### src/core/uart_modem_map.vh
// Register offsets, field positions and reset values of the modem control block.
// Assumes inclusion by plain name from the core/ design files.
`ifndef UART_MODEM_MAP_VH
`define UART_MODEM_MAP_VH

// Byte offsets on the register bus
`define MODEM_LINE_CONTROL_OFS 8'h10
`define MODEM_STATE_OFS 8'h18
`define FLOW_CONFIG_OFS 8'h40

// Fields of modem_line_control
`define MLC_TERM_READY 0
`define MLC_SEND_REQ 1
`define MLC_USER_OUT_ONE 2
`define MLC_USER_OUT_TWO 3
`define MLC_LOOPBACK 4
`define MLC_AUTO_FLOW 5
`define MLC_IR_MODE 6
`define MLC_WIDTH 7
`define MLC_RESET 7'h00

// Fields of flow_config
`define FCFG_FLOW_TRIGGER 0
`define FCFG_IR_WRITE_ENABLE 1
`define FCFG_WIDTH 2
`define FCFG_RESET 2'h0

// Fields of modem_state (read only, active high)
`define MST_CTS 0
`define MST_DSR 1
`define MST_RI 2
`define MST_DCD 3
`define MST_LOOP_SERIAL 4
`define MST_RTS_GATED 5
`define MST_RTS_LOW 6
`define MST_WIDTH 7

// Receive trigger level encodings
`define TRIG_ONE_CHAR 2'h0
`define TRIG_QUARTER 2'h1
`define TRIG_HALF 2'h2
`define TRIG_TWO_LESS 2'h3

// Free slots that count as almost full
`define ALMOST_FULL_FREE 2

// Bus responses
`define RESP_OKAY 2'h0
`define RESP_SLVERR 2'h2

`endif

### src/core/modem_pin_sync.v
// Three-stage synchroniser with agreement filter for asynchronous pins.
// Assumes pins are asynchronous to aclk; reset value is a constant parameter.
`timescale 1ns/10ps
module modem_pin_sync #(
  parameter WIDTH = 5,
  parameter [WIDTH-1:0] RESET_VAL = {WIDTH{1'b1}}
) (
  input wire aclk,
  input wire aresetn,
  input wire clk_en,
  input wire [WIDTH-1:0] pin_in,
  output wire [WIDTH-1:0] pin_out
);
  reg [WIDTH-1:0] stage1_ff;
  reg [WIDTH-1:0] stage2_ff;
  reg [WIDTH-1:0] stage3_ff;
  reg [WIDTH-1:0] stable_ff;
  reg [WIDTH-1:0] nxt_stable;
  integer i;

  // Accept a bit only when stages two and three agree
  always @* begin
    nxt_stable = stable_ff;
    for (i = 0; i < WIDTH; i = i + 1) begin
      if (stage2_ff[i] == stage3_ff[i]) begin
        nxt_stable[i] = stage3_ff[i];
      end
    end
  end

  // Shift chain; first stage feeds only the second
  always @(posedge aclk) begin
    if (!aresetn) begin
      stage1_ff <= RESET_VAL;
      stage2_ff <= RESET_VAL;
      stage3_ff <= RESET_VAL;
      stable_ff <= RESET_VAL;
    end else if (clk_en) begin
      stage1_ff <= pin_in;
      stage2_ff <= stage1_ff;
      stage3_ff <= stage2_ff;
      stable_ff <= nxt_stable;
    end
  end

  assign pin_out = stable_ff;
endmodule // modem_pin_sync

### src/core/uart_modem_control.v
// Modem control of a UART: handshake outputs, loopback, auto flow gating.
// Assumes FIFO enable, trigger level and fill count come from the UART on aclk.
`timescale 1ns/10ps
`include "uart_modem_map.vh"

// Notes on behaviour
// Infrared mode bit enables infrared encoding; writes need the write-enable key bit.
// Auto flow control runs while the auto flow enable bit is one.
// Loopback without infrared holds serial out high, loops transmit into receive.
// Interrupt sources keep working in loopback; nothing gates them here.
// Loopback ignores the four modem status pins and feeds outputs back.
// Second user output pin is the inverse of its bit.
// First user output pin is the inverse of its bit.
// Loopback holds all four handshake output pins inactive high.
// Without auto flow, request-to-send pin is the inverse of its bit.
// Auto flow with FIFOs on gates request-to-send above trigger level.
// Flow-trigger option gates instead on almost full, two free slots.
// Terminal-ready pin is the inverse of its bit.
// Trigger field picks one char, quarter, half or two below full.
// Auto flow gating applies only while FIFO enable is set.
// Loopback maps ready to data-set-ready, send to clear, outputs to ring, carrier.
// Reserved bits above bit six read zero and ignore writes.
module uart_modem_control #(
  parameter ADDR_W = 8,
  parameter FIFO_DEPTH = 16,
  parameter CNT_W = 5
) (
  input wire aclk,
  input wire aresetn,
  input wire clk_en,
  input wire [ADDR_W-1:0] awaddr,
  input wire awvalid,
  output wire awready,
  input wire [31:0] wdata,
  input wire [3:0] wstrb,
  input wire wvalid,
  output wire wready,
  output wire [1:0] bresp,
  output wire bvalid,
  input wire bready,
  input wire [ADDR_W-1:0] araddr,
  input wire arvalid,
  output wire arready,
  output wire [31:0] rdata,
  output wire [1:0] rresp,
  output wire rvalid,
  input wire rready,
  input wire fifo_enable,
  input wire [1:0] receive_trigger_level,
  input wire [CNT_W-1:0] rx_fifo_count,
  input wire tx_serial_data,
  output wire rx_serial_data,
  output wire ir_mode_enable,
  output wire auto_flow_active,
  output wire loopback_active,
  input wire serial_in,
  output wire serial_out,
  output wire terminal_ready_low,
  output wire request_to_send_low,
  output wire user_output_one_low,
  output wire user_output_two_low,
  input wire clear_to_send_low_in,
  input wire data_set_ready_low_in,
  input wire ring_indicator_low_in,
  input wire carrier_detect_low_in,
  output wire clear_to_send_status_low,
  output wire data_set_ready_status_low,
  output wire ring_indicator_status_low,
  output wire carrier_detect_status_low
);
  localparam integer QUARTER_INT = FIFO_DEPTH / 4;
  localparam integer HALF_INT = FIFO_DEPTH / 2;
  localparam integer ALMOST_INT = FIFO_DEPTH - `ALMOST_FULL_FREE;
  localparam [CNT_W-1:0] THR_ONE = {{(CNT_W-1){1'b0}}, 1'b1};
  localparam [CNT_W-1:0] THR_QUARTER = QUARTER_INT[CNT_W-1:0];
  localparam [CNT_W-1:0] THR_HALF = HALF_INT[CNT_W-1:0];
  localparam [CNT_W-1:0] THR_ALMOST = ALMOST_INT[CNT_W-1:0];

  // Trigger level to fill threshold
  function [CNT_W-1:0] rx_threshold;
    input [1:0] lvl;
    begin
      case (lvl)
        `TRIG_ONE_CHAR: rx_threshold = THR_ONE;
        `TRIG_QUARTER: rx_threshold = THR_QUARTER;
        `TRIG_HALF: rx_threshold = THR_HALF;
        default: rx_threshold = THR_ALMOST;
      endcase
    end
  endfunction

  // Register offset match on a word-aligned address
  function addr_is;
    input [ADDR_W-1:0] addr;
    input [7:0] ofs;
    begin
      addr_is = ({addr[ADDR_W-1:2], 2'b00} == ofs);
    end
  endfunction

  reg aw_held_ff;
  reg [ADDR_W-1:0] awaddr_ff;
  reg w_held_ff;
  reg [31:0] wdata_ff;
  reg [3:0] wstrb_ff;
  reg bvalid_ff;
  reg [1:0] bresp_ff;
  reg rvalid_ff;
  reg [31:0] rdata_ff;
  reg [1:0] rresp_ff;
  reg [`MLC_WIDTH-1:0] mlc_ff;
  reg [`MLC_WIDTH-1:0] nxt_mlc;
  reg [`FCFG_WIDTH-1:0] fcfg_ff;
  reg [`FCFG_WIDTH-1:0] nxt_fcfg;
  reg [31:0] nxt_rdata;
  reg [1:0] nxt_rresp;
  reg [1:0] nxt_bresp;
  reg dtr_low_ff;
  reg rts_low_ff;
  reg out1_low_ff;
  reg out2_low_ff;
  reg sout_ff;
  reg rx_data_ff;
  reg [3:0] status_low_ff;
  reg [3:0] nxt_status_low;
  wire [4:0] pins_synced;
  wire do_write;
  wire do_read;
  wire loop_on;
  wire serial_loop;
  wire afc_on;
  wire flow_trig;
  wire rx_above;
  wire rts_gated;
  wire rts_drive;
  wire [`MST_WIDTH-1:0] modem_state;

  // Modem status pins and serial input cross into aclk
  modem_pin_sync #(
    .WIDTH(5),
    .RESET_VAL(5'h1f)
  ) u_pin_sync (
    .aclk(aclk),
    .aresetn(aresetn),
    .clk_en(clk_en),
    .pin_in({serial_in, carrier_detect_low_in, ring_indicator_low_in,
             data_set_ready_low_in, clear_to_send_low_in}),
    .pin_out(pins_synced)
  );

  // Mode decode
  assign loop_on = mlc_ff[`MLC_LOOPBACK];
  assign serial_loop = loop_on & ~mlc_ff[`MLC_IR_MODE];
  assign afc_on = mlc_ff[`MLC_AUTO_FLOW];
  assign flow_trig = fcfg_ff[`FCFG_FLOW_TRIGGER];

  // Receive fill compare for flow gating
  assign rx_above = flow_trig ? (rx_fifo_count > THR_ALMOST)
                              : (rx_fifo_count > rx_threshold(receive_trigger_level));
  assign rts_gated = afc_on & fifo_enable & rx_above;
  assign rts_drive = mlc_ff[`MLC_SEND_REQ] & ~rts_gated;

  // Readable block state
  assign modem_state = {~rts_low_ff, rts_gated, serial_loop,
                        ~status_low_ff[3], ~status_low_ff[2],
                        ~status_low_ff[1], ~status_low_ff[0]};

  // Bus handshakes
  assign awready = ~aw_held_ff & ~bvalid_ff;
  assign wready = ~w_held_ff & ~bvalid_ff;
  assign arready = ~rvalid_ff;
  assign do_write = aw_held_ff & w_held_ff & ~bvalid_ff;
  assign do_read = arvalid & ~rvalid_ff;

  // Write decode with byte lane zero
  always @* begin
    nxt_mlc = mlc_ff;
    nxt_fcfg = fcfg_ff;
    nxt_bresp = `RESP_OKAY;
    if (addr_is(awaddr_ff, `MODEM_LINE_CONTROL_OFS)) begin
      if (wstrb_ff[0]) begin
        nxt_mlc[5:0] = wdata_ff[5:0];
        if (fcfg_ff[`FCFG_IR_WRITE_ENABLE]) begin
          nxt_mlc[`MLC_IR_MODE] = wdata_ff[`MLC_IR_MODE];
        end
      end
    end else if (addr_is(awaddr_ff, `FLOW_CONFIG_OFS)) begin
      if (wstrb_ff[0]) begin
        nxt_fcfg = wdata_ff[`FCFG_WIDTH-1:0];
      end
    end else if (!addr_is(awaddr_ff, `MODEM_STATE_OFS)) begin
      nxt_bresp = `RESP_SLVERR;
    end
  end

  // Read decode; unused bits read zero
  always @* begin
    nxt_rdata = 32'h0000_0000;
    nxt_rresp = `RESP_OKAY;
    if (addr_is(araddr, `MODEM_LINE_CONTROL_OFS)) begin
      nxt_rdata[`MLC_WIDTH-1:0] = mlc_ff;
    end else if (addr_is(araddr, `MODEM_STATE_OFS)) begin
      nxt_rdata[`MST_WIDTH-1:0] = modem_state;
    end else if (addr_is(araddr, `FLOW_CONFIG_OFS)) begin
      nxt_rdata[`FCFG_WIDTH-1:0] = fcfg_ff;
    end else begin
      nxt_rresp = `RESP_SLVERR;
    end
  end

  // Write channel capture and response
  always @(posedge aclk) begin
    if (!aresetn) begin
      aw_held_ff <= 1'b0;
      awaddr_ff <= {ADDR_W{1'b0}};
      w_held_ff <= 1'b0;
      wdata_ff <= 32'h0000_0000;
      wstrb_ff <= 4'h0;
      bvalid_ff <= 1'b0;
      bresp_ff <= `RESP_OKAY;
      mlc_ff <= `MLC_RESET;
      fcfg_ff <= `FCFG_RESET;
    end else if (clk_en) begin
      if (awvalid && awready) begin
        aw_held_ff <= 1'b1;
        awaddr_ff <= awaddr;
      end
      if (wvalid && wready) begin
        w_held_ff <= 1'b1;
        wdata_ff <= wdata;
        wstrb_ff <= wstrb;
      end
      if (do_write) begin
        aw_held_ff <= 1'b0;
        w_held_ff <= 1'b0;
        bvalid_ff <= 1'b1;
        bresp_ff <= nxt_bresp;
        mlc_ff <= nxt_mlc;
        fcfg_ff <= nxt_fcfg;
      end else if (bvalid_ff && bready) begin
        bvalid_ff <= 1'b0;
      end
    end
  end

  // Read channel
  always @(posedge aclk) begin
    if (!aresetn) begin
      rvalid_ff <= 1'b0;
      rdata_ff <= 32'h0000_0000;
      rresp_ff <= `RESP_OKAY;
    end else if (clk_en) begin
      if (do_read) begin
        rvalid_ff <= 1'b1;
        rdata_ff <= nxt_rdata;
        rresp_ff <= nxt_rresp;
      end else if (rvalid_ff && rready) begin
        rvalid_ff <= 1'b0;
      end
    end
  end

  // Status seen by the UART: pins, or outputs looped back
  always @* begin
    if (loop_on) begin
      nxt_status_low[0] = ~mlc_ff[`MLC_SEND_REQ];
      nxt_status_low[1] = ~mlc_ff[`MLC_TERM_READY];
      nxt_status_low[2] = ~mlc_ff[`MLC_USER_OUT_ONE];
      nxt_status_low[3] = ~mlc_ff[`MLC_USER_OUT_TWO];
    end else begin
      nxt_status_low = pins_synced[3:0];
    end
  end

  // Handshake pins and serial paths
  always @(posedge aclk) begin
    if (!aresetn) begin
      dtr_low_ff <= 1'b1;
      rts_low_ff <= 1'b1;
      out1_low_ff <= 1'b1;
      out2_low_ff <= 1'b1;
      sout_ff <= 1'b1;
      rx_data_ff <= 1'b1;
      status_low_ff <= 4'hf;
    end else if (clk_en) begin
      if (loop_on) begin
        dtr_low_ff <= 1'b1;
        rts_low_ff <= 1'b1;
        out1_low_ff <= 1'b1;
        out2_low_ff <= 1'b1;
      end else begin
        dtr_low_ff <= ~mlc_ff[`MLC_TERM_READY];
        rts_low_ff <= ~rts_drive;
        out1_low_ff <= ~mlc_ff[`MLC_USER_OUT_ONE];
        out2_low_ff <= ~mlc_ff[`MLC_USER_OUT_TWO];
      end
      if (serial_loop) begin
        sout_ff <= 1'b1;
        rx_data_ff <= tx_serial_data;
      end else begin
        sout_ff <= tx_serial_data;
        rx_data_ff <= pins_synced[4];
      end
      status_low_ff <= nxt_status_low;
    end
  end

  // Bus outputs
  assign bvalid = bvalid_ff;
  assign bresp = bresp_ff;
  assign rvalid = rvalid_ff;
  assign rdata = rdata_ff;
  assign rresp = rresp_ff;

  // Mode outputs toward the rest of the UART
  assign ir_mode_enable = mlc_ff[`MLC_IR_MODE];
  assign auto_flow_active = afc_on;
  assign loopback_active = loop_on;

  // Pin outputs
  assign serial_out = sout_ff;
  assign rx_serial_data = rx_data_ff;
  assign terminal_ready_low = dtr_low_ff;
  assign request_to_send_low = rts_low_ff;
  assign user_output_one_low = out1_low_ff;
  assign user_output_two_low = out2_low_ff;
  assign clear_to_send_status_low = status_low_ff[0];
  assign data_set_ready_status_low = status_low_ff[1];
  assign ring_indicator_status_low = status_low_ff[2];
  assign carrier_detect_status_low = status_low_ff[3];
endmodule // uart_modem_control

### config.mk
export PLATFORM = sky130hd
export DESIGN_NAME = uart_modem_control
export DESIGN_NICKNAME = d
export VERILOG_FILES = /design/src/core/modem_pin_sync.v /design/src/core/uart_modem_control.v
export VERILOG_INCLUDE_DIRS = /design/src /design/src/core
export SDC_FILE = /design/constraint.sdc
export NUM_CORES = 1
export LEC_CHECK = 0
export ABC_AREA = 1
export BUFFER_PORTS_ARGS = -buffer_cell sky130_fd_sc_hd__buf_2
export CAP_MARGIN = 30
export CORE_ASPECT_RATIO = 1.4
export CORE_UTILIZATION = 45
export DETAILED_ROUTE_END_ITERATION = 10
export PLACE_DENSITY_LB_ADDON = 0.05
export SYNTH_ARGS = -nofsm -noshare
export SYNTH_HDL_FRONTEND = slang
export SYNTH_SLANG_ARGS = --single-unit
export TNS_END_PERCENT = 30
### constraint.sdc
create_clock -name aclk -period 1.3 [get_ports aclk]
set_input_delay 0.195 -clock aclk [delete_from_list [all_inputs] [get_ports aclk]]
set_output_delay 0.195 -clock aclk [all_outputs]
set_load 0.01 [all_outputs]
==> impl_results.md, run 1 <==
* Via count at around 2,700
* Hold Path Class: input port to flip-flop
* Drt via density at slightly below 5
* Worst-path clk slew at roughly 80 ps
* Clk sink count at 66
* Max Cap Viol at 0
* DIE AREA at between 0.006 and 0.007 sq mm
* Port Buf Inserts at ~70
* Area Growth Syn to Fin at 20.3%
* Largest net degree at the start of global routing at 31
* Initial antenna violation count at 0
* Largest cells by area after synthesis: dfxtp_1 44%, nor2_1 8.2%, nand2_1 7.6%
* Final Wtd Congestion at roughly 0.74
* Setup Slack @ Placement at -83.7 ps
* Iteration count of the initial detailed-routing pass at 8
* Global-route usage over all layers at 19.4%
* Hold Vio Cnt, Final at 0
* P_leak at roughly 1.7 nW
* Post-route ant nets at 0
* Hold buffers post-CTS at 0
* Mapped Area at just under 0.003 sq mm
* Die width at roughly 70 um
* Die Ht at approximately 98 um
* Slew Viols, Final at 0
* First-pass GRT wire length at about 10,000 um
* Synth top cells by count: 66 x dfxtp_1, 65 x nor2_1, 60 x nand2_1
* Worst-Skew Late Latency at ~350 ps
* Avg Inst Size Synth at ~7.4 sq um
* Post-synth top area cell: dfxtp_1
* Pwr dens at roughly 1400 mW/mm^2
* Dominant synthesized flop cell: dfxtp_1
* Residual DRC at 22
* #FFs+latches synth at 66
* Post CTS Setup Buffer Count at 0
* Setup crit start kind: flip-flop
* Most frequent cell after synthesis: dfxtp_1
* GRT Residual Overflow at 0
* Synth warn at 0
* Status: finished, violations left
* ANT cells at 0
* WHS at 54.2 ps
* Setup ws final at slightly below 40 ps
* Worst vdd ir at 0.724 mV
* WL per Instance at ~12 um
* Post-Route WL at 6410 um
* CP max FO at 5
* Final Setup Violations at 0
* Critical Path RT at between 1000 and 1500 ps
* Core area at about 0.0063 sq mm
* Unrepaired setup endpoints after global routing: true
* Vias in the first global route at 2,294
* Post-synthesis sequential area ratio at around 44%
* Post-synth EDFFs at 0
* Final period util at 97.0%
* Critical path endpoint category: output pin
* Placed Cells at between 500 and 600
* Final nets at roughly 550
* Io pins at ~130
* Cell Rows at 34
* H-tree depth at 3
* DR iter-0 viols at 90
* Post-Synthesis Cells at about 400
* Async SR Flop Fraction at 0%
* DP HPWL at 4570 um
* Distinct cells, synth at 30
* CTS tree: done
* Min Tclk post-route at about 1300 ps
* Fin cells at 550
* Fin util at ~57%
* Clock skew at 11.5 ps
* Clock Path Buffers at 2
* Ratio of cells with drive above 1 in the final layout at 22.8%
* Share of the synthesized area in the top cell type at about 44%
* Placement Cell Area at about 0.0033 sq mm
* Peak Freq at around 0.79 GHz
* WS Path Type: flip-flop to output pin
* Cts bufs inserted at 9
* Initial core utilization at about 47%
* Failing checks: design-rule violations
* CP arrival at 1070 ps
* Root buffer cell: clkbuf_8
* Final instance area at roughly 0.0036 sq mm
-- worst paths after layout --
| path | to | slack [ps] | start | cells past startpoint |
|---|---|---|---|---|
| max | wready | 40 | bvalid | 2 |
| min | u_pin_sync.stage1_ff[3] | 50 | carrier_detect_low_in | 3 |
| max reg2reg | mlc_ff[0] | 90 | awaddr_ff[4] | 7 |
| min reg2reg | u_pin_sync.stage2_ff[2] | 460 | u_pin_sync.stage2_ff[2] | 2 |
-- state kept, by name (all words and copies together) (netlist names), 2 cells and up --
signal,flops
wdata_ff,7
awaddr_ff,6
u_pin_sync.stage1_ff,5
rdata,7
fcfg_ff,2
u_pin_sync.pin_out,5
u_pin_sync.stage3_ff,5
u_pin_sync.stage2_ff,5
status_low_ff,4
mlc_ff,7
-- cell usage in the layout, fill, tap and decap left out --
cell type and n:
a21oi_1 26, a21oi_2 1, buf_2 68, buf_4 9
bufinv_16 4, clkbuf_1 1, clkbuf_8 9, clkinv_4 1
clkinvlp_4 1, conb_1 27, dfxtp_1 66, ha_1 4
inv_1 34, inv_2 1, inv_4 1, inv_6 1
nand2_1 60, nand2_4 1, nand3_1 28, nand3_2 2
nand3_4 1, nand4_1 4, nor2_1 64, nor2_2 2
nor2_4 1, nor3_2 2, o211ai_1 5, o21ai_0 42
o21ai_1 3, o21ai_2 3, o221ai_1 1, o22a_1 2
o22ai_1 2, or2_2 1
-- area by class of cell --
class                      instances  area [sq um]
clock buffer                      10           128
fill                             635          2720
inverter                          37           145
sequential                        66          1320
tap                               72          90.1
clock inverter                     6           138
multi-input combinational        282          1350
timing repair buffer              77           408
-- metal layers --
layer  up-vias  global-route usage [%]  share of wire, %
met4         0                    11.1               2.1
met3        12                    2.99               4.5
met5         -                       0                 0
li1       1395                       -                 -
met1      1179                    24.2                47
met2        70                    31.7                47
-- where the power goes --
group          internal (mW)  switching (mW)  leakage [nW]
sequential              2.13          0.0613         0.542
combinational          0.195           0.314          1.06
clock                   1.48           0.810         0.131
-- metrics by stage --
stage                     TNS (ps)  total power [mW]
final                            0              4.99
after global routing         -48.0              5.20
after CTS                        0              5.02
after detailed placement      -144              2.74
after global placement       -48.2              2.72
after floorplan                  0              2.61
-- worst max-delay path, stage by stage (launching register included) --
cell and delay (ps):
dfxtp_1 370, nor2_1 190, buf_2 160
-- kinds of logic after synthesis --
family | after synthesis | synth area share (%)
flops | 66 | 44.4
other cells | 1 | 0.126
fa+ha+maj | 4 | 1.68
simple gates | 166 | 23.9
buf+inv | 80 | 14.1
compound gates | 85 | 15.7
-- repair_timing --
action | in CTS | in global routing
hold endpoints to repair | 0 | 0
endpoints found under the setup margin | 5 | 23
pin swaps | 0 | 0
gates resized for setup | 1 | 5
cloned | 0 | 0
No activity file was read; power rests on OpenSTA's default activity.
==> run 2, diff against run 1 <==
==> constraint.sdc (replaced) <==
create_clock -name aclk -period 1.3 [get_ports aclk]
set_input_delay 0.195 -clock aclk [delete_from_list [all_inputs] [get_ports aclk]]
set_output_delay 0.195 -clock aclk [all_outputs]
set_load 0.1 [all_outputs]
==> run 2 against run 1 <==
Compared with the run above:
- the run ends with design-rule violations, negative setup slack left
- sequential power barely moved
- global-route usage up 0.25 points
- clock skew fell by 4.1 ps
- via count decreased by 0.15%
- critical endpoint is now awready
- first-iteration DRC count decreased by 8.9%
- fmax shrank 3.3%
==> impl_results.md, run 2 (same netlist as run 1, synthesis figures left out) <==
* ANT cells at 0 (unchanged)
* Post-Route WL at 6350 um (-0.92%)
* Critical Path RT at 1110 ps (about the same)
* Failing checks: design-rule violations, negative setup slack
* Final nets at 555 (+0.73%)
* CP max FO at 2 (-3)
* Most frequent cells in the layout: 63 x nor2_1, 62 x dfxtp_1, 60 x nand2_1
* Setup slack, reg-to-reg at 110 ps (+20 ps)
* Vias in the first global route at 2,489 (+8.5%)
* WP buf/inv at 2 (+1)
* Critical path endpoint category: output pin
* Clock Path Buffers at 2 (unchanged)
* Die Ht at 98.2 um (unchanged)
* Hold buffers post-CTS at 0 (unchanged)
* CP Cell Sequence: buf_4 > nor2_4 > buf_12
* Worst-Skew Late Latency at 340 ps (about the same)
* Worst hold stages at 3 (unchanged)
* Ratio of cells with drive above 1 in the final layout at 25.5% (+2.7 points)
* Setup ws final at -3.67 ps (-43.3 ps)
* Worst-path clk slew at 70 ps (about the same)
* Slew Viols, Final at 0 (unchanged)
* P_leak at 1.88 nW (+8.2%)
* DP HPWL at 4590 um (+0.49%)
* Part of the power in combinational logic at 20.8% (+11 points)
* CTS tree: done
* Die width at 70.7 um (unchanged)
* Instance count on the critical path at 3 (+1)
* Unrepaired setup endpoints after global routing: true
* Min Tclk post-route at 1300 ps (+43.3 ps)
* Core area at 0.00630 sq mm (unchanged)
* Slowest Stage Delay on Critical Path at 340 ps (-30 ps)
* WHS at 65.5 ps (+11.3 ps)
* Setup TNS at -3.67 ps (-3.67 ps)
* Root buffer cell: clkbuf_8
* Share of total power in the clock network at 40.7% (-5.2 points)
* Clk sink count at 66 (unchanged)
* Sequential share of power at 38.5% (-5.4 points)
* Fin util at 62.6% (+5.8 points)
* Hold Path Class: input port to flip-flop
* Placed Cells at 535 (+0.19%)
* Clock skew at 7.39 ps (-4.14 ps)
* Cell family with most CP delay: flip-flops
* Pwr dens at 1450 mW/mm^2 (+3.8%)
* Final instance area at 0.00394 sq mm (+10%)
* Port Buf Inserts at 68 (unchanged)
* Sw frac at 31.3% (+7.5 points)
* CP arrival at 1110 ps (+40 ps)
* Peak Freq at 0.767 GHz (-3.3%)
* H-tree depth at 3 (unchanged)
* Setup Slack @ Placement at -84.8 ps (-1.10 ps)
* WS Path Type: flip-flop to output pin
* Initial antenna violation count at 0 (unchanged)
* Residual DRC at 16 (-27%)
* Final period util at 100% (+3.3 points)
* WL per Instance at 11.5 um (-1.6%)
* Placement Cell Area at 0.00360 sq mm (+9.3%)
* Worst vdd ir at 0.819 mV (+13%)
* Fin cells at 554 (+0.73%)
* Switch Pwr at 1.78 mW (+50%)
* Via count at 2,652 (-0.15%)
* Slowest-stage cell, CP: dfxtp_2
* Status: finished, violations left
* Io pins at 128 (unchanged)
* Setup crit start kind: flip-flop
* Global-route usage over all layers at 19.7% (+0.25 points)
* Area Growth Syn to Fin at 32.6%
* Initial core utilization at 47.2% (unchanged)
* Post-route ant nets at 0 (unchanged)
* Worst r2r path cells at 6 (-1)
* Final Wtd Congestion at 0.779 (+5.0%)
* DIE AREA at 0.00694 sq mm (unchanged)
* Pint at 3.92 mW (+3.2%)
* Hold Vio Cnt, Final at 0 (unchanged)
* GRT Residual Overflow at 0 (unchanged)
* Iteration count of the initial detailed-routing pass at 7 (-1)
* Commonest non-fill, non-tap cell in the layout: nor2_1
* First-pass GRT wire length at 10,900 um (+4.0%)
* Final Setup Violations at 1 (+1)
* Cts bufs inserted at 9 (unchanged)
* Max Cap Viol at 0 (unchanged)
* Largest net degree at the start of global routing at 54 (+74%)
* Cell Rows at 34 (unchanged)
* Drt via density at 4.79 (-0.87%)
* DR iter-0 viols at 82 (-8.9%)
* Total Power at 5.71 mW (+14%)
-- run 2: changes by cell type in the layout (fill, tap and decap cells not counted), sizes merged --
cell    before  now
bufinv       4    3
inv         37   36
clkbuf      10   14
clkinv       1    2
nand2       61   62
-- run 2: path summary, 6_finish.rpt --
| kind | start | end |
|---|---|---|
| hold / removal | ring_indicator_low_in | u_pin_sync.stage1_ff[2] |
| setup reg to reg | aw_held_ff | awaddr_ff[2] |
| hold reg to reg | u_pin_sync.stage1_ff[4] | u_pin_sync.stage1_ff[4] |
| setup / recovery | aw_held_ff | awready |
-- run 2: routing by layer --
layer | vias up | track usage [%] | wire [um]
met1 | 1167 | 22.3 | 2780
met5 | - | 0 | 0
met3 | 9 | 4.13 | 305
met2 | 75 | 35.5 | 3170
li1 | 1401 | - | -
met4 | 0 | 7.85 | 93
-- run 2: final cells by class --
type | instances | area (sq um)
timing repair buffer | 80 | 698
sequential | 66 | 1330
clock inverter | 5 | 104
clock buffer | 11 | 174
tap | 72 | 90.1
inverter | 37 | 150
multi-input combinational | 283 | 1400
fill | 611 | 2350
-- run 2: worst register-to-register path, delay by kind of cell (launching register included) --
family	cells	cell delay [ps]
compound gates	2	240
buf+inv	2	270
flops	1	340
simple gates	2	240
-- run 2: repair_timing --
action	in CTS	in global routing
buffers inserted	1	1
setup endpoints to repair	11	18
pin swaps	1	1
gates cloned	0	1
gates resized for setup	11	8
-- run 2: power by group through the flow --
stage	Combinational (mW)	Sequential (mW)	Clock, mW
final	1.19	2.20	2.32
after global routing	1.27	2.21	2.44
after CTS	1.19	2.20	2.35
after detailed placement	1.18	2.24	0
after global placement	1.17	2.24	0
after floorplan	0.753	2.46	0
==> run 3, diff against run 2 <==
--- a/config.mk
+++ b/config.mk
@@ -10,10 +10,11 @@
 export BUFFER_PORTS_ARGS = -buffer_cell sky130_fd_sc_hd__buf_2
 export CAP_MARGIN = 30
 export CORE_ASPECT_RATIO = 1.4
-export CORE_UTILIZATION = 45
+export CORE_UTILIZATION = 48
 export DETAILED_ROUTE_END_ITERATION = 10
 export PLACE_DENSITY_LB_ADDON = 0.05
 export SYNTH_ARGS = -nofsm -noshare
 export SYNTH_HDL_FRONTEND = slang
+export SYNTH_HIERARCHICAL = 1
 export SYNTH_SLANG_ARGS = --single-unit
 export TNS_END_PERCENT = 30
==> run 3 against run 2 <==
Compared with the run above:
- fmax is 1.3% lower
- largest cell class unchanged
- the flow finishes with violations (negative setup slack)
- critical endpoint is now wready
- clock skew is 0.73 ps higher
- final area is 1.6% higher
- clock-buffer cell count is 1 lower
- total power is 2.9% lower
==> impl_results.md, run 3 <==
* Post-Synthesis Cells at 419 (+4.2%)
* Mapped Area at 0.00312 sq mm (+5.0%)
* GRT Residual Overflow at 0 (unchanged)
* Most frequent cells in the layout: 77 x nand2_1, 61 x dfxtp_1, 55 x nor2_1
* Clock Path Buffers at 2 (unchanged)
* Failing checks: negative setup slack
* CP startpoint: w_held_ff
* Critical Path RT at 1110 ps (about the same)
* Cell family with most CP delay: flip-flops
* Setup Slack @ Placement at -69.4 ps (+15.4 ps)
* Worst vdd ir at 0.900 mV (+9.9%)
* Slew Viols, Final at 0 (unchanged)
* DP HPWL at 4730 um (+3.1%)
* Setup ws final at -21.0 ps (-17.4 ps)
* Slowest-stage cell, CP: dfxtp_2
* Reg2reg start: aw_held_ff
* Async SR Flop Fraction at 0% (unchanged)
* Min Tclk post-route at 1320 ps (+17.4 ps)
* Hold Vio Cnt, Final at 0 (unchanged)
* Worst r2r path cells at 6 (unchanged)
* R2r endpoint: mlc_ff[0]
* Cell Rows at 34 (unchanged)
* Setup crit start kind: flip-flop
* Synth warn at 6 (+6)
* CP Cell Sequence: buf_6 > nor2_4 > buf_12
* Setup TNS at -21.0 ps (-17.4 ps)
* Distinct cells, synth at 33 (+10%)
* Status: finished, violations left
* DR iter-0 viols at 89 (+8.5%)
* Vias in the first global route at 2,533 (+1.8%)
* Post-synthesis sequential area ratio at 42.3% (-2.1 points)
* Setup slack, reg-to-reg at 60 ps (-50 ps)
* CP max FO at 2 (unchanged)
* Post-synth EDFFs at 0 (unchanged)
* Share of the synthesized area in the top cell type at 42.3% (-2.1 points)
* Port Buf Inserts at 68 (unchanged)
* Iteration count of the initial detailed-routing pass at 4 (-3)
* WP buf/inv at 2 (unchanged)
* Fin util at 64.1% (+1.4 points)
* CP arrival at 1130 ps (+20 ps)
* DIE AREA at 0.00683 sq mm (-1.6%)
* Hold Path Class: input port to flip-flop
* WL per Instance at 11.1 um (-3.2%)
* #FFs+latches synth at 66 (unchanged)
* Die width at 70.2 um (-0.78%)
* Largest net degree at the start of global routing at 43 (-20%)
* Crit path capture: wready
* Residual DRC at 0 (-16)
* Drt via density at 4.79 (+0.13%)
* Worst-Skew Late Latency at 340 ps (about the same)
* Io pins at 128 (unchanged)
* Dominant synthesized flop cell: dfxtp_1
* Largest cells by area after synthesis: dfxtp_1 42%, nand2_1 9.3%, nor2_1 6.9%
* Ratio of cells with drive above 1 in the final layout at 25.5% (-0.068 points)
* WS Path Type: flip-flop to output pin
* Synth top cells by count: 77 x nand2_1, 66 x dfxtp_1, 57 x nor2_1
* Clock skew at 8.11 ps (+0.726 ps)
* CTS tree: done
* Total Power at 5.54 mW (-2.9%)
* Final period util at 102% (+1.3 points)
* Peak Freq at 0.757 GHz (-1.3%)
* Core area at 0.00625 sq mm (-0.68%)
* Area of the multi-input gates at 0.00144 sq mm (+3.0%)
* Critical path endpoint category: output pin
* Clk sink count at 66 (unchanged)
* Cts bufs inserted at 9 (unchanged)
* Via count at 2,737 (+3.2%)
* Final Setup Violations at 1 (unchanged)
* Final nets at 572 (+3.1%)
* Area Growth Syn to Fin at 28.4%
* Post-Route WL at 6340 um (-0.24%)
* Unrepaired setup endpoints after global routing: true
* Final Wtd Congestion at 0.749 (-3.8%)
* Initial antenna violation count at 0 (unchanged)
* Avg Inst Size Synth at 7.45 sq um (+0.71%)
* First-pass GRT wire length at 10,700 um (-1.8%)
* Slowest Stage Delay on Critical Path at 320 ps (-20 ps)
* Worst-path clk slew at 70 ps (about the same)
* Fillers at 600 (-1.8%)
* Global-route usage over all layers at 19.7% (-0.029 points)
* Initial core utilization at 49.9% (+2.7 points)
* Hold buffers post-CTS at 0 (unchanged)
* H-tree depth at 3 (unchanged)
* Post-route ant nets at 0 (unchanged)
* Pwr dens at 1380 mW/mm^2 (-4.5%)
* Max Cap Viol at 0 (unchanged)
* Die Ht at 97.4 um (-0.78%)
* Reg area at 0.00134 sq mm (+0.28%)
* Instance count on the critical path at 3 (unchanged)
* Most frequent cell after synthesis: nand2_1
* Commonest non-fill, non-tap cell in the layout: nand2_1
* ANT cells at 0 (unchanged)
* P_leak at 2.01 nW (+7.2%)
* Root buffer cell: clkbuf_8
* Post-synth top area cell: dfxtp_1
[run 3: cell type report]
cell class / instances / area share [%]
clock buffers: 10 / 3.43
clock inverters: 6 / 2.78
inverters: 53 / 5.21
multi-input cells: 286 / 35.9
flip-flops and latches: 66 / 33.3
well taps: 72 / 2.25
repair buffers: 78 / 17.1
[run 3: cell families after synthesis]
family                     synth area share (%)
adders and majority gates                  1.60
and+or+nand+nor                            26.0
DFF                                        42.3
AOI/OAI and AO/OA                          14.0
buffers and inverters                      16.0
other                                     0.120
[run 3: per-layer routing]
metal / global-route usage, % / up-vias / part of all wire, % / wire length, um
met5: 0 / - / 0 / 0
met4: 11.1 / 0 / 1.7 / 106
met3: 2.80 / 8 / 3.1 / 195
met2: 34.8 / 58 / 52 / 3290
met1: 22.2 / 1229 / 43 / 2750
li1: - / 1442 / - / -
[run 3: what timing repair did]
action,CTS,global route
buffers inserted,1,1
endpoints found under the setup margin,12,12
gates cloned,0,0
resized for setup,12,8
pin swaps,2,2
[run 3: tightest hold or removal path, delay by kind of cell]
family,cells,cell delay [ps]
buffers and inverters,1,70
and+or+nand+nor,2,100
[run 3: through the flow]
step	instance area (sq um)	hold WS [ps]	std cells
2_1_floorplan	3260	321	445
3_3_place_gp	3700	405	554
3_5_place_dp	3700	409	554
4_1_cts	3980	45.6	570
5_1_grt	4010	60.5	571
6_report	4010	59.0	571
[run 3: where the power goes]
group	total, mW	leakage, nW	internal (mW)	switching, mW
Sequential	2.20	0.545	2.12	0.0729
Clock	2.12	0.127	1.33	0.789
Combinational	1.23	1.34	0.299	0.926
Total	5.54	2.01	3.75	1.79
[run 3: how the worst min path moves through the flow]
stage	to	start	slack, ps	cells past startpoint
floorplan	u_pin_sync/stage1_ff[0]	clear_to_send_low_in	320	2
global placement	u_pin_sync/stage1_ff[0]	clear_to_send_low_in	410	3
detailed placement	u_pin_sync/stage1_ff[0]	clear_to_send_low_in	410	3
CTS	u_pin_sync/stage1_ff[3]	carrier_detect_low_in	50	3
global route	u_pin_sync/stage1_ff[2]	ring_indicator_low_in	60	3
finish	u_pin_sync/stage1_ff[3]	carrier_detect_low_in	60	3
